File: src/common/tlum_consts.svh
// Constants for the two-level undervoltage monitor: offsets, fields, resets, timing
`ifndef TLUM_CONSTS_SVH
`define TLUM_CONSTS_SVH
// Widths and level count
`define TLUM_NLVL 2
`define TLUM_V_W 11
`define TLUM_D_W 14
`define TLUM_CLS_W 3
`define TLUM_MODE_W 2
`define TLUM_FSEL_W 5
// Register byte offsets
`define TLUM_CTRL_OFS 8'h00
`define TLUM_ACK_OFS 8'h04
`define TLUM_STAT_OFS 8'h08
`define TLUM_CODE_OFS 8'h0c
`define TLUM_LVL_BASE 8'h10
`define TLUM_LVL_STRIDE 8'h10
`define TLUM_LIM_SUB 8'h00
`define TLUM_DLY_SUB 8'h04
`define TLUM_CFG_SUB 8'h08
// Field positions
`define TLUM_CTRL_MON_BIT 0
`define TLUM_CFG_CLS_LSB 0
`define TLUM_CFG_SACK_BIT 4
`define TLUM_CFG_MODE_LSB 8
`define TLUM_CFG_FLAG_LSB 16
`define TLUM_STAT_VOLT_LSB 16
// Reset values and setting ranges, voltages in 0.1 % of rated
`define TLUM_MON_RST 1'b1
`define TLUM_SACK_RST 1'b1
`define TLUM_LIM1_RST 11'h398
`define TLUM_LIM2_RST 11'h384
`define TLUM_LIM_MIN 11'h064
`define TLUM_LIM_MAX 11'h5dc
`define TLUM_DLY1_RST 14'h0096
`define TLUM_DLY2_RST 14'h0006
`define TLUM_DLY_MAX 14'h270f
`define TLUM_HYST_DEF 10
`define TLUM_FUNC_CODE 8'h1b
// Timing: clock period in ps, tick and reset delay in ms
`define TLUM_CLK_PS 5000
`define TLUM_TICK_MS 10
`define TLUM_RST_DLY_MS 80
`define TLUM_RST_TICKS ((`TLUM_RST_DLY_MS + `TLUM_TICK_MS - 1) / `TLUM_TICK_MS)
`define TLUM_TICK_CYCLES ((64'(`TLUM_TICK_MS) * 64'h3b9a_ca00) / 64'(`TLUM_CLK_PS))
`endif

File: src/common/tlum_pkg.sv
// Types shared by the undervoltage monitor modules
package tlum_pkg;
  `include "tlum_consts.svh"

  typedef enum logic [`TLUM_CLS_W-1:0] {
    TLUM_CLS_A, TLUM_CLS_B, TLUM_CLS_C, TLUM_CLS_D, TLUM_CLS_E, TLUM_CLS_F, TLUM_CLS_CTRL
  } tlum_class_t;

  typedef enum logic [`TLUM_MODE_W-1:0] {
    TLUM_EN_ALWAYS, TLUM_EN_LOCK, TLUM_EN_FLAG
  } tlum_en_mode_t;

  typedef enum logic [1:0] {
    TLUM_ST_IDLE, TLUM_ST_PICKUP, TLUM_ST_TRIP, TLUM_ST_RECOVER
  } tlum_lvl_state_t;

  // Settings of one level
  typedef struct packed {
    logic [`TLUM_V_W-1:0] limit;
    logic [`TLUM_D_W-1:0] delay;
    tlum_class_t cls;
    logic self_ack;
    tlum_en_mode_t en_mode;
    logic [`TLUM_FSEL_W-1:0] flag_sel;
  } tlum_cfg_t;

  // State shown by one level
  typedef struct packed {
    logic alarm;
    logic cond;
    logic pickup;
    logic trip;
    tlum_class_t cls;
  } tlum_stat_t;
endpackage

File: src/design/tlum_level.sv
// One undervoltage supervision level: pickup timer, reset delay and alarm latch
`timescale 1ns/1ps
`include "tlum_consts.svh"
module tlum_level #(
  parameter int HYST = `TLUM_HYST_DEF,
  parameter int RST_TICKS = `TLUM_RST_TICKS
) (
  input wire logic pclk,
  input wire logic presetn,
  input wire logic tick,
  input wire logic active,
  input wire logic ack,
  input wire logic [`TLUM_V_W-1:0] volt,
  input wire tlum_pkg::tlum_cfg_t cfg,
  output tlum_pkg::tlum_stat_t stat
);
  localparam int VW1 = `TLUM_V_W + 1;

  tlum_pkg::tlum_lvl_state_t state;
  tlum_pkg::tlum_lvl_state_t next_state;
  logic [`TLUM_D_W-1:0] cnt;
  logic [`TLUM_D_W-1:0] next_cnt;
  logic alarm;
  logic trip;
  tlum_pkg::tlum_class_t cls;

  // Comparisons against the limit, recovery needs the hysteresis margin
  wire below = volt <= cfg.limit;
  wire recov = {1'b0, volt} > ({1'b0, cfg.limit} + VW1'(HYST));
  wire cond = (state == tlum_pkg::TLUM_ST_TRIP) || (state == tlum_pkg::TLUM_ST_RECOVER);
  wire set_evt = (next_state == tlum_pkg::TLUM_ST_TRIP) && !cond;

  // Definite-time pickup and recovery sequence, stepped once per tick
  always_comb begin
    next_state = state;
    next_cnt = cnt;
    if (!active) begin
      next_state = tlum_pkg::TLUM_ST_IDLE;
      next_cnt = '0;
    end else if (tick) begin
      case (state)
        tlum_pkg::TLUM_ST_IDLE, tlum_pkg::TLUM_ST_PICKUP: begin
          if (state == tlum_pkg::TLUM_ST_PICKUP && recov) begin
            next_state = tlum_pkg::TLUM_ST_IDLE;
            next_cnt = '0;
          end else if (below && cnt >= cfg.delay) begin
            next_state = tlum_pkg::TLUM_ST_TRIP;
            next_cnt = '0;
          end else if (below) begin
            next_state = tlum_pkg::TLUM_ST_PICKUP;
            next_cnt = cnt + 1'b1;
          end
        end
        tlum_pkg::TLUM_ST_TRIP: begin
          if (recov) begin
            next_state = tlum_pkg::TLUM_ST_RECOVER;
            next_cnt = `TLUM_D_W'(1);
          end
        end
        tlum_pkg::TLUM_ST_RECOVER: begin
          if (!recov) begin
            next_state = tlum_pkg::TLUM_ST_TRIP;
            next_cnt = '0;
          end else if (cnt >= `TLUM_D_W'(RST_TICKS - 1)) begin
            next_state = tlum_pkg::TLUM_ST_IDLE;
            next_cnt = '0;
          end else begin
            next_cnt = cnt + 1'b1;
          end
        end
        default: begin
          next_state = tlum_pkg::TLUM_ST_IDLE;
          next_cnt = '0;
        end
      endcase
    end
  end

  // State and timer
  always_ff @(posedge pclk or negedge presetn) begin
    if (!presetn) begin
      state <= tlum_pkg::TLUM_ST_IDLE;
      cnt <= '0;
    end else begin
      state <= next_state;
      cnt <= next_cnt;
    end
  end

  // Alarm latch: a new trip wins over any clear in the same cycle
  always_ff @(posedge pclk or negedge presetn) begin
    if (!presetn) begin
      alarm <= 1'b0;
      trip <= 1'b0;
      cls <= tlum_pkg::TLUM_CLS_A;
    end else begin
      trip <= set_evt;
      if (set_evt) begin
        alarm <= 1'b1;
        cls <= cfg.cls;
      end else if (!cond && (cfg.self_ack || ack)) begin
        alarm <= 1'b0;
      end
    end
  end

  // Status outputs
  assign stat.alarm = alarm;
  assign stat.cond = cond;
  assign stat.pickup = state == tlum_pkg::TLUM_ST_PICKUP;
  assign stat.trip = trip;
  assign stat.cls = cls;
endmodule

File: src/design/tlum_top.sv
// Two-level undervoltage monitor with APB register access
//
// Our own choices: the register addresses and the APB register port.
`timescale 1ns/1ps
`include "tlum_consts.svh"
module tlum_top #(
  parameter int TICK_CYCLES = int'(`TLUM_TICK_CYCLES),
  parameter int HYST = `TLUM_HYST_DEF,
  parameter int AW = 8
) (
  input wire logic pclk,
  input wire logic presetn,
  input wire logic psel,
  input wire logic penable,
  input wire logic pwrite,
  input wire logic [AW-1:0] paddr,
  input wire logic [31:0] pwdata,
  output logic [31:0] prdata,
  output logic pready,
  output logic pslverr,
  input wire logic [`TLUM_V_W-1:0] volt_pct,
  input wire logic lock_monitoring,
  input wire logic [31:0] logic_gate_flag,
  input wire logic ext_ack,
  output logic [`TLUM_NLVL-1:0] cmd_flag,
  output tlum_pkg::tlum_stat_t [`TLUM_NLVL-1:0] lvl_stat
);
  localparam int NLVL = `TLUM_NLVL;
  localparam int RST_TICKS = `TLUM_RST_TICKS;
  localparam int TW = $clog2(TICK_CYCLES);
  localparam int VW1 = `TLUM_V_W + 1;
  localparam logic [7:0] undervoltage_function_code = `TLUM_FUNC_CODE;
  localparam tlum_pkg::tlum_cfg_t CFG_RST [NLVL] = '{
    '{limit: `TLUM_LIM1_RST, delay: `TLUM_DLY1_RST, cls: tlum_pkg::TLUM_CLS_A,
      self_ack: `TLUM_SACK_RST, en_mode: tlum_pkg::TLUM_EN_ALWAYS, flag_sel: '0},
    '{limit: `TLUM_LIM2_RST, delay: `TLUM_DLY2_RST, cls: tlum_pkg::TLUM_CLS_B,
      self_ack: `TLUM_SACK_RST, en_mode: tlum_pkg::TLUM_EN_ALWAYS, flag_sel: '0}
  };

  // Address match for a register of one level
  function automatic logic lvl_hit(input logic [AW-1:0] a, input int idx, input int sub);
    lvl_hit = a == AW'(`TLUM_LVL_BASE + idx * `TLUM_LVL_STRIDE + sub);
  endfunction

  // Enable mode selection of one level
  function automatic logic gate_on(input tlum_pkg::tlum_cfg_t c, input logic lock,
                                   input logic [31:0] flags);
    case (c.en_mode)
      tlum_pkg::TLUM_EN_ALWAYS: gate_on = 1'b1;
      tlum_pkg::TLUM_EN_LOCK: gate_on = !lock;
      tlum_pkg::TLUM_EN_FLAG: gate_on = flags[c.flag_sel];
      default: gate_on = 1'b0;
    endcase
  endfunction

  // Limit written by software is held inside the settable range
  function automatic logic [`TLUM_V_W-1:0] clamp_lim(input logic [15:0] v);
    if (v < 16'(`TLUM_LIM_MIN)) begin
      clamp_lim = `TLUM_LIM_MIN;
    end else if (v > 16'(`TLUM_LIM_MAX)) begin
      clamp_lim = `TLUM_LIM_MAX;
    end else begin
      clamp_lim = v[`TLUM_V_W-1:0];
    end
  endfunction

  // Delay written by software is held at or below its maximum
  function automatic logic [`TLUM_D_W-1:0] clamp_dly(input logic [15:0] v);
    if (v > 16'(`TLUM_DLY_MAX)) begin
      clamp_dly = `TLUM_DLY_MAX;
    end else begin
      clamp_dly = v[`TLUM_D_W-1:0];
    end
  endfunction

  // Settings word of one level as read back
  function automatic logic [31:0] cfg_word(input tlum_pkg::tlum_cfg_t c);
    cfg_word = '0;
    cfg_word[`TLUM_CFG_CLS_LSB +: `TLUM_CLS_W] = c.cls;
    cfg_word[`TLUM_CFG_SACK_BIT] = c.self_ack;
    cfg_word[`TLUM_CFG_MODE_LSB +: `TLUM_MODE_W] = c.en_mode;
    cfg_word[`TLUM_CFG_FLAG_LSB +: `TLUM_FSEL_W] = c.flag_sel;
  endfunction

  logic ctrl_mon;
  tlum_pkg::tlum_cfg_t cfg [NLVL];
  logic [TW-1:0] tick_cnt;
  logic tick;
  logic ext_ack_m;
  logic ext_ack_s;
  logic [31:0] next_rdata;
  logic [31:0] stat_word;
  logic [31:0] lvl_rdata;
  logic [NLVL-1:0] hit_lim;
  logic [NLVL-1:0] hit_dly;
  logic [NLVL-1:0] hit_cfg;
  logic [NLVL-1:0] act;
  logic [NLVL-1:0] ack;
  logic [31:0] lvl_rd [NLVL];

  // Bus decode, zero wait state slave
  wire wr_en = psel && penable && pwrite;
  wire hit_ctrl = paddr == AW'(`TLUM_CTRL_OFS);
  wire hit_ack = paddr == AW'(`TLUM_ACK_OFS);
  wire hit_stat = paddr == AW'(`TLUM_STAT_OFS);
  wire hit_code = paddr == AW'(`TLUM_CODE_OFS);
  wire mapped = hit_ctrl || hit_ack || hit_stat || hit_code || (|hit_lim) ||
                (|hit_dly) || (|hit_cfg);
  assign pready = 1'b1;
  assign pslverr = psel && penable && !mapped;

  // Tick of 10 ms that paces both level timers
  always_ff @(posedge pclk or negedge presetn) begin
    if (!presetn) begin
      tick_cnt <= '0;
      tick <= 1'b0;
    end else begin
      tick <= tick_cnt == TW'(TICK_CYCLES - 1);
      tick_cnt <= (tick_cnt == TW'(TICK_CYCLES - 1)) ? '0 : tick_cnt + 1'b1;
    end
  end

  // External acknowledge pin synchroniser
  always_ff @(posedge pclk or negedge presetn) begin
    if (!presetn) begin
      ext_ack_m <= 1'b0;
      ext_ack_s <= 1'b0;
    end else begin
      ext_ack_m <= ext_ack;
      ext_ack_s <= ext_ack_m;
    end
  end

  // Monitoring on/off control
  always_ff @(posedge pclk or negedge presetn) begin
    if (!presetn) begin
      ctrl_mon <= `TLUM_MON_RST;
    end else if (wr_en && hit_ctrl) begin
      ctrl_mon <= pwdata[`TLUM_CTRL_MON_BIT];
    end
  end

  // Status word: alarms, conditions, pickups and the measured voltage
  always_comb begin
    stat_word = '0;
    for (int i = 0; i < NLVL; i++) begin
      stat_word[i] = lvl_stat[i].alarm;
      stat_word[NLVL + i] = lvl_stat[i].cond;
      stat_word[2 * NLVL + i] = lvl_stat[i].pickup;
    end
    stat_word[`TLUM_STAT_VOLT_LSB +: `TLUM_V_W] = volt_pct;
  end

  // Read data selection
  always_comb begin
    lvl_rdata = '0;
    for (int i = 0; i < NLVL; i++) begin
      if (hit_lim[i] || hit_dly[i] || hit_cfg[i]) begin
        lvl_rdata = lvl_rd[i];
      end
    end
    if (hit_ctrl) begin
      next_rdata = 32'(ctrl_mon);
    end else if (hit_stat) begin
      next_rdata = stat_word;
    end else if (hit_code) begin
      next_rdata = 32'(undervoltage_function_code);
    end else begin
      next_rdata = lvl_rdata;
    end
  end

  // Read data are captured in the setup phase
  always_ff @(posedge pclk or negedge presetn) begin
    if (!presetn) begin
      prdata <= '0;
    end else if (psel && !penable) begin
      prdata <= next_rdata;
    end
  end

  // Two identical supervision levels
  for (genvar g = 0; g < NLVL; g++) begin : g_lvl
    logic [`TLUM_D_W:0] hcnt;
    logic [3:0] rcnt;

    assign hit_lim[g] = lvl_hit(paddr, g, `TLUM_LIM_SUB);
    assign hit_dly[g] = lvl_hit(paddr, g, `TLUM_DLY_SUB);
    assign hit_cfg[g] = lvl_hit(paddr, g, `TLUM_CFG_SUB);
    assign lvl_rd[g] = hit_lim[g] ? 32'(cfg[g].limit) :
                       hit_dly[g] ? 32'(cfg[g].delay) : cfg_word(cfg[g]);
    assign act[g] = ctrl_mon && gate_on(cfg[g], lock_monitoring, logic_gate_flag);
    assign ack[g] = ext_ack_s || (wr_en && hit_ack && pwdata[g]);
    assign cmd_flag[g] = lvl_stat[g].alarm;

    // Settings of this level; invalid class or mode codes are ignored
    always_ff @(posedge pclk or negedge presetn) begin
      if (!presetn) begin
        cfg[g] <= CFG_RST[g];
      end else if (wr_en && hit_lim[g]) begin
        cfg[g].limit <= clamp_lim(pwdata[15:0]);
      end else if (wr_en && hit_dly[g]) begin
        cfg[g].delay <= clamp_dly(pwdata[15:0]);
      end else if (wr_en && hit_cfg[g]) begin
        if (pwdata[`TLUM_CFG_CLS_LSB +: `TLUM_CLS_W] <= tlum_pkg::TLUM_CLS_CTRL) begin
          cfg[g].cls <= tlum_pkg::tlum_class_t'(pwdata[`TLUM_CFG_CLS_LSB +: `TLUM_CLS_W]);
        end
        if (pwdata[`TLUM_CFG_MODE_LSB +: `TLUM_MODE_W] <= tlum_pkg::TLUM_EN_FLAG) begin
          cfg[g].en_mode <= tlum_pkg::tlum_en_mode_t'(pwdata[`TLUM_CFG_MODE_LSB +: `TLUM_MODE_W]);
        end
        cfg[g].self_ack <= pwdata[`TLUM_CFG_SACK_BIT];
        cfg[g].flag_sel <= pwdata[`TLUM_CFG_FLAG_LSB +: `TLUM_FSEL_W];
      end
    end

    tlum_level #(
      .HYST(HYST),
      .RST_TICKS(RST_TICKS)
    ) u_level (
      .pclk(pclk),
      .presetn(presetn),
      .tick(tick),
      .active(act[g]),
      .ack(ack[g]),
      .volt(volt_pct),
      .cfg(cfg[g]),
      .stat(lvl_stat[g])
    );

    // Check helpers: ticks spent in pickup and ticks of recovered voltage
    wire recov_h = {1'b0, volt_pct} > ({1'b0, cfg[g].limit} + VW1'(HYST));
    always_ff @(posedge pclk or negedge presetn) begin
      if (!presetn) begin
        hcnt <= '0;
        rcnt <= '0;
      end else begin
        hcnt <= !lvl_stat[g].pickup ? '0 : hcnt + (tick && hcnt != '1);
        rcnt <= !lvl_stat[g].cond ? '0 : tick ? (recov_h ? rcnt + 1'b1 : '0) : rcnt;
      end
    end

  end
endmodule

File: config.mk
export PLATFORM = sky130hd
export DESIGN_NAME = tlum_top
export DESIGN_NICKNAME = d
export VERILOG_FILES = /design/src/common/tlum_pkg.sv /design/src/design/tlum_level.sv /design/src/design/tlum_top.sv
export VERILOG_INCLUDE_DIRS = /design/src /design/src/common
export SDC_FILE = /design/constraint.sdc
export NUM_CORES = 1
export LEC_CHECK = 0
export ABC_AREA = 1
export BUFFER_PORTS_ARGS = -buffer_cell sky130_fd_sc_hd__buf_2
export CORE_ASPECT_RATIO = 0.6
export CORE_MARGIN = 10
export CORE_UTILIZATION = 43
export CTS_BUF_LIST = sky130_fd_sc_hd__clkbuf_4
export CTS_CLUSTER_DIAMETER = 50
export DETAILED_ROUTE_END_ITERATION = 10
export SLEW_MARGIN = 20
export SYNTH_ARGS = -nofsm -noshare
export SYNTH_HDL_FRONTEND = slang
export SYNTH_SLANG_ARGS = --single-unit
File: constraint.sdc
create_clock -name pclk -period 3.05 [get_ports pclk]
set_input_delay 0 -clock pclk [delete_from_list [all_inputs] [get_ports pclk]]
set_output_delay 0 -clock pclk [all_outputs]
set_load 0.02 [all_outputs]
Word-level counts from Yosys, hierarchy flattened
Index checks and enable logic that the tools add are counted.
{"block": "classes", "n_bitwise": 4, "n_mux": 59, "n_eq_ne": 28, "add_sub_neg": 5, "n_lt_le_gt_ge": 15, "n_reduce_logical": 67}
{"cell": "14-bit two-way mux", "n": 17}
{"cell": "32-bit two-way mux", "n": 4}
{"cell": "21-bit two-way mux", "n": 6}
{"cell": "14-bit one-hot mux with 3 select lines", "n": 2}
{"cell": "2-bit two-way mux", "n": 16}
{"cell": "14-bit by 1-bit adder with 14-bit output (second input constant)", "n": 2}
{"cell": "14-bit >= comparator", "n": 2}
{"cell": "14-bit by 3-bit >= comparator with 1-bit output (second input constant)", "n": 2}
{"cell": "11-bit by 4-bit adder with 12-bit output (second input constant)", "n": 2}
{"cell": "8-bit by 5-bit == test with 1-bit output (second input constant)", "n": 3}
{"cell": "8-bit by 6-bit == test with 1-bit output (second input constant)", "n": 3}
{"cell": "11-bit by 12-bit greater-than comparator with 1-bit output", "n": 2}
{"cell": "1-bit logical AND", "n": 24}
{"cell": "11-bit less-or-equal comparator", "n": 2}
{"cell": "11-bit two-way mux", "n": 2}
{"cell": "21-bit by 1-bit adder with 21-bit output (second input constant)", "n": 1}
{"cell": "21-bit == test (second input constant)", "n": 1}
{"cell": "2-bit == test (second input constant)", "n": 8}
{"cell": "8-bit by 4-bit == test with 1-bit output (second input constant)", "n": 2}
{"cell": "16-bit by 11-bit greater-than comparator with 1-bit output (second input constant)", "n": 1}
{"cell": "16-bit by 14-bit greater-than comparator with 1-bit output (second input constant)", "n": 1}
{"cell": "1-bit logical OR", "n": 16}
{"cell": "16-bit by 7-bit less-than comparator with 1-bit output (second input constant)", "n": 1}
{"cell": "4-bit AND reduction", "n": 4}
{"cell": "other kinds (20)", "n": 54}
{"block": "word_totals", "in_bits": 90, "wordCells": 206, "out_inout_bits": 50, "ff_bits": 171}

Logic depth before layout (Yosys ltp)
{"block": "depth", "word_depth": 10, "depth_mapped": 24, "mapped_depth_nobuf": 23}

By module
From an unflattened synthesis, not the netlist that was laid out.
{"block": "hier_totals", "hier_cells": 1683, "hier_area_um2": 12224.2}
{"module": "tlum_top", "cells_per_inst": 941, "instances": 1, "area_each_um2": 6936.7, "seq_area_each_um2": 3076.7}
{"module": "tlum_level at g_lvl[1].u_level", "cells_per_inst": 369, "instances": 1, "area_each_um2": 2658.8, "seq_area_each_um2": 525.5}
{"module": "tlum_level at g_lvl[0].u_level", "cells_per_inst": 373, "instances": 1, "area_each_um2": 2628.8, "seq_area_each_um2": 525.5}

Worst setup path after synthesis
OpenSTA, ideal clock, no wires.
{"block": "synth_timing", "path_kind": "flip-flop to flip-flop", "startpoint": "reg, netlist name cfg[64]", "endpoint": "reg g_lvl[0].u_level.cnt[10]", "period_less_slack_ns": 2.789, "n_path_buf": 1, "setup_ns": 0.118, "path_slack_ns": 0.261, "arrival_time_ns": 2.670, "stages_incl_launch_ff": 22, "required_ns": 2.932, "path_cell_list": "dfstp_2 -> inv_1 -> o21ai_0 -> nand3_1 -> nor2_1 -> nand3_1 -> xor2_1 -> ha_1 -> inv_1 -> nor2_2 -> nand3_1 -> nor2_1 -> nand2_1 -> nand3_1 -> nand2_1 -> a31oi_1 -> nand2_2 -> inv_2 -> nor2_4 -> buf_6 -> nand2_1 -> nand2_1"}
{"block": "synth_via", "elab_chain_cells": 7, "word_cells_on_any_way": 14, "classes_between": "add/sub (1); order compare (2); eq/ne (2); mux (6); reduce/logical (3)"}
{"element": "11-bit by 4-bit adder with 12-bit output or 11-bit less-or-equal comparator (tied branches)", "line_no": "tlum_level.sv:29, tlum_level.sv:28"}
{"element": "11-bit by 12-bit greater-than comparator with 1-bit output or 1-bit logical AND (tied branches)", "line_no": "tlum_level.sv:29, tlum_level.sv:46"}
{"element": "1-bit logical AND or 14-bit two-way mux (tied branches)", "line_no": "tlum_level.sv:43, tlum_level.sv:46"}
{"element": "14-bit two-way mux", "line_no": "tlum_level.sv:43", "rtl": "if (state == tlum_pkg::TLUM_ST_PICKUP && recov) begin"}
{"element": "14-bit one-hot mux with 3 select lines", "line_no": "tlum_level.sv:41", "rtl": "case (state)"}
{"element": "14-bit two-way mux", "line_no": "tlum_level.sv:40", "rtl": "end else if (tick) begin"}
{"element": "14-bit two-way mux", "line_no": "tlum_level.sv:37", "rtl": "if (!active) begin"}
{"element": "end signal, assigned", "line_no": "tlum_level.sv:86", "rtl": "cnt <= next_cnt;"}
{"element": "end, declared", "line_no": "tlum_level.sv:21", "rtl": "logic [`TLUM_D_W-1:0] cnt;"}
Several ways; a longest one is shown, not always the timed one. The select of a mux whose other input is x is not followed.
A chain may end at the register's enable or synchronous reset.

Worst setup path in the final report
{"block": "layout_timing", "startpoint": "reg, netlist name cfg[27]", "endpoint": "reg g_lvl[1].u_level.cls[2]"}
{"block": "layout_via", "elab_chain_cells": 9, "word_cells_on_any_way": 15, "classes_between": "add/sub (1); order compare (2); eq/ne (1); mux (8); reduce/logical (3)"}
{"element": "11-bit by 4-bit adder with 12-bit output or 11-bit less-or-equal comparator (tied branches)", "line_no": "tlum_level.sv:29, tlum_level.sv:28"}
{"element": "11-bit by 12-bit greater-than comparator with 1-bit output (tied with other cells)", "line_no": "tlum_level.sv:29", "rtl": "wire recov = {1'b0, volt} > ({1'b0, cfg.limit} + VW1'(HYST));"}
{"element": "1-bit logical AND or 2-bit two-way mux (tied branches)", "line_no": "tlum_level.sv:43, tlum_level.sv:46"}
{"element": "2-bit two-way mux", "line_no": "tlum_level.sv:43"}
{"element": "2-bit one-hot mux with 3 select lines *", "line_no": "tlum_level.sv:41"}
{"element": "2-bit two-way mux *", "line_no": "tlum_level.sv:40"}
{"element": "2-bit two-way mux *", "line_no": "tlum_level.sv:37"}
{"element": "2-bit == test *", "line_no": "tlum_level.sv:31", "rtl": "wire set_evt = (next_state == tlum_pkg::TLUM_ST_TRIP) && !cond;"}
{"element": "1-bit logical AND *", "line_no": "tlum_level.sv:31"}
{"element": "end signal, assigned", "line_no": "tlum_level.sv:95", "rtl": "cls <= tlum_pkg::TLUM_CLS_A;"}
{"element": "end signal, assigned", "line_no": "tlum_level.sv:100", "rtl": "cls <= cfg.cls;"}
{"element": "end, declared", "line_no": "tlum_level.sv:25", "rtl": "tlum_pkg::tlum_class_t cls;"}
Mark *: on every way between the ends. The rest lies on a longest branch, timed or not.

==> reports/qor.yml <==
synthesis:
  syn_area_per_cell_um2: 7.30
  synth_edf_count: 0
  synth_fa_ha_area_share_pct: 8.37
  synth_warnings: 0
  yosys.cell_types.count: 54
  synth_compound_area_share_pct: 12.2
  ys.flop_type: "dfrtp_1"
  ys_ff_latch: 164
  async_flop_share_pct: 100
  synth_top_family_by_area: "simple AND/OR/NAND/NOR gates"
  synthSimpleGateAreaFrac_pct: 29.4
  synth_xor_area_share_pct: 3.28
  synthMuxAreaShare_pct: 0
  synth_area_mm2: 0.0112
  synthCells: 1536
  yosysSeqAreaShare_pct: 36.8
cts:
  cts.clk_slew.worst_paths_ns: 0.16
  cts_buffers: 17
  cts-root-buf: "clkbuf_4"
  clk_latency_ns: 0.64
  cts.sinks: 164
  cts_tree: "yes"
  cts_buffer_depth: 2
  htree_num_levels: 4
grt:
  grt_pass1_wl_um: 58700
  grt_pass1_vias: 10373
  overflow: 0
  grt_start_max_net_pins: 68
  grt_use_total_pct: 22.1
  grt_antenna_before_repair: 1
placed_design:
  port_buffers: 120
  dp_worst_setup_slack_ns: -0.0453
  placed_cells: 1986
  dp_hpwl_um: 28900
  place_congestion: 0.979
sta:
  finalMaxSlewViolations: 0
  setup_tns_ns: -0.00213
  layout_setup_ws_ns: -0.00213
  fmax_mhz: 328
  finalCritPeriodShare_pct: 100
  relSlewSlack_pct: 47.4
  setup_viol: 1
  clock_skew_ns: 0.0243
  worst_pin_slew_ns: 0.785
  hold_ws_ns: 0.116
  min_period_ns: 3.05
  rsz0062_at_grt: "true"
  hold_viol_final: 0
critical_path:
  end_kind: "flop"
  timing.rr.start: "cfg[27]"
  cp.depth: 19
  timing.rr.end: "g_lvl[1].u_level.cls[2]"
  critPathKind: "flop to flop"
  start_kind: "flop"
  critPathMaxStageDelay_ns: 0.63
  crit_path_frequent_cell: "nand2_2"
  cp.arrival_ns: 3.60
  cp.required_ns: 3.60
  r2r_slack_ns: -0.002
  crit_fanout: 5
  ff2ff_path_depth: 19
  crit_chain: "a21oi_4, nor2_2, nand2_2, nor2_2, nand2_2, nor3_2, xor2_1, ha_1, nand3_2, nor2_2, nand2_1, nand2_2, inv_4, nand3_4, nand2_2, o21ai_2, nand4_1, nand2_1, nand2_1"
  crit_buf_inv: 1
  critical-path-top-delay-family: "simple AND/OR/NAND/NOR gates"
  crit_path_start: "cfg[27]"
  crit_slowest_cell: "dfstp_2"
  endpoint: "g_lvl[1].u_level.cls[2]"
detailed_routing:
  first_iter_violations: 1056
  drcViolationCount: 0
  routed_wl_um: 37500
  ant_nets: 0
  via_per_inst: 5.25
  firstDrtPassIters: 6
  wl_per_cell_um: 17.8
  num_vias: 11043
cells_and_area:
  num-nets-final: 1904
  fill_cells: 2503
  register_area_mm2: 0.00413
  drive_above_1_share_pct: 18.1
  final_common_cell: "nand2_1"
  syn2layout_area_growth_pct: 21.1
  layout.cells.non_filler: 2105
  multi_input_area_mm2: 0.00626
  final_cell_mix: "422 x nand2_1, 184 x inv_1, 145 x dfrtp_1"
  post-route-util_pct: 53.4
pwr:
  p_per_area_mw_per_mm2: 321
  p_int_uw: 3040
  seq_power_share_pct: 51.4
  power_frac_comb_pct: 14.1
  p_leak_uw: 0.00706
  power_frac_clock_pct: 34.5
  ir_drop_uv: 245
  power.switching_uw: 1320
  swShare_pct: 30.3
run_status:
  violations: "setup timing"
  status: "finished, violations left"
floorplan:
  initial_utilization_pct: 44.1
  dieArea_mm2: 0.0331
  num_rows: 45
  fp.dieW_um: 228
  die_h_um: 145
  io_pins: 140
  core-area_mm2: 0.0254
run:
  maxCapViolCount: 0
min_path:
  hp-class: "input pin to flop"
==> cell type report <==
type | count | area share, %
sequential | 164 | 30.4
timing repair buffer | 230 | 12.2
inverter | 200 | 5.64
antenna | 1 | 0.0184
multi-input combinational | 1126 | 46.1
clock inverter | 15 | 1.42
clock buffer | 17 | 0.940
tap | 352 | 3.24
==> sequential cells by signal, summed over array words and instances (netlist names), 2 cells and up <==
name,cells
g_lvl.u_level.state,4
g_lvl.u_level.trip,2
g_lvl.u_level.cnt,28
g_lvl.u_level.cls,6
cfg,72
g_lvl.u_level.alarm,2
tick_cnt,21
prdata,25
==> through the flow <==
step                      total power, µW  cell area, µm²
after floorplan                      2540           11200
after global placement               2770           12100
after detailed placement             2780           12100
after CTS                            4340           13200
after global routing                 4560           13600
final                                4360           13600
==> kinds of logic (layout without fill, tap and decap cells) <==
group	after synthesis	count (layout)
adders and majority gates	75	75
other	2	9
DFF	164	164
buffers and inverters	252	462
AOI/OAI and AO/OA	237	237
and+or+nand+nor	764	764
xor gates and xnor gates	42	42
==> power groups by stage <==
stage,sequential [µW],combinational [µW],clock (µW)
floorplan,2270,277,0
global placement,2270,495,0
detailed placement,2280,503,0
CTS,2240,568,1540
global route,2240,684,1630
finish,2240,616,1500
==> layer usage <==
| layer | global-route usage [%] | share of wire, % |
|---|---|---|
| met5 | 0 | 0 |
| met4 | 4.98 | 1.4 |
| met3 | 5.85 | 8.9 |
| met2 | 31.4 | 42 |
| met1 | 32.5 | 48 |
==> worst register-to-register path, stage by stage, from the launching register on <==
cell and delay, ns:
dfstp_2 0.63, a21oi_4 0.08, nor2_2 0.12, nand2_2 0.08
nor2_2 0.14, nand2_2 0.09, nor3_2 0.15, xor2_1 0.11
ha_1 0.33, nand3_2 0.09, nor2_2 0.11, nand2_1 0.08
nand2_2 0.13, inv_4 0.06, nand3_4 0.10, nand2_2 0.06
o21ai_2 0.17, nand4_1 0.24, nand2_1 0.14, nand2_1 0.05
==> what timing repair did <==
action                     CTS  global route
hold endpoints to repair   249             0
resized for setup            4            71
hold buffers                62             0
setup buffers                5            19
pin swaps                    4            43
setup endpoints to repair   34            47
==> Yosys cell counts, drive strengths merged (23+ instances only) <==
library cell  count  area share, %
inv             197            6.6
buf              35            2.5
xor2             39            3.0
nand2           451             15
dfrtp           145             32
nor3             24            1.3
nor2            126            4.8
a21oi            53            2.4
nand4            23            1.3
ha               75            8.4
nand3           124            5.7
o21ai           118            5.3
==> worst min path at each step <==
| stage | end | startpoint | cells past startpoint | slack [ns] |
|---|---|---|---|---|
| finish | cfg[2] | pwdata[18] | 4 | 0.12 |
| detailed placement | prdata[25] | presetn | 1 | 0.05 |
| CTS | cfg[37] | pwdata[17] | 4 | 0.06 |
| global route | cfg[3] | pwdata[19] | 4 | 0.11 |
| floorplan | cfg[0] | presetn | 0 | -0.30 |
| global placement | prdata[25] | presetn | 1 | 0.06 |
No activity file was read; power rests on OpenSTA's default activity.
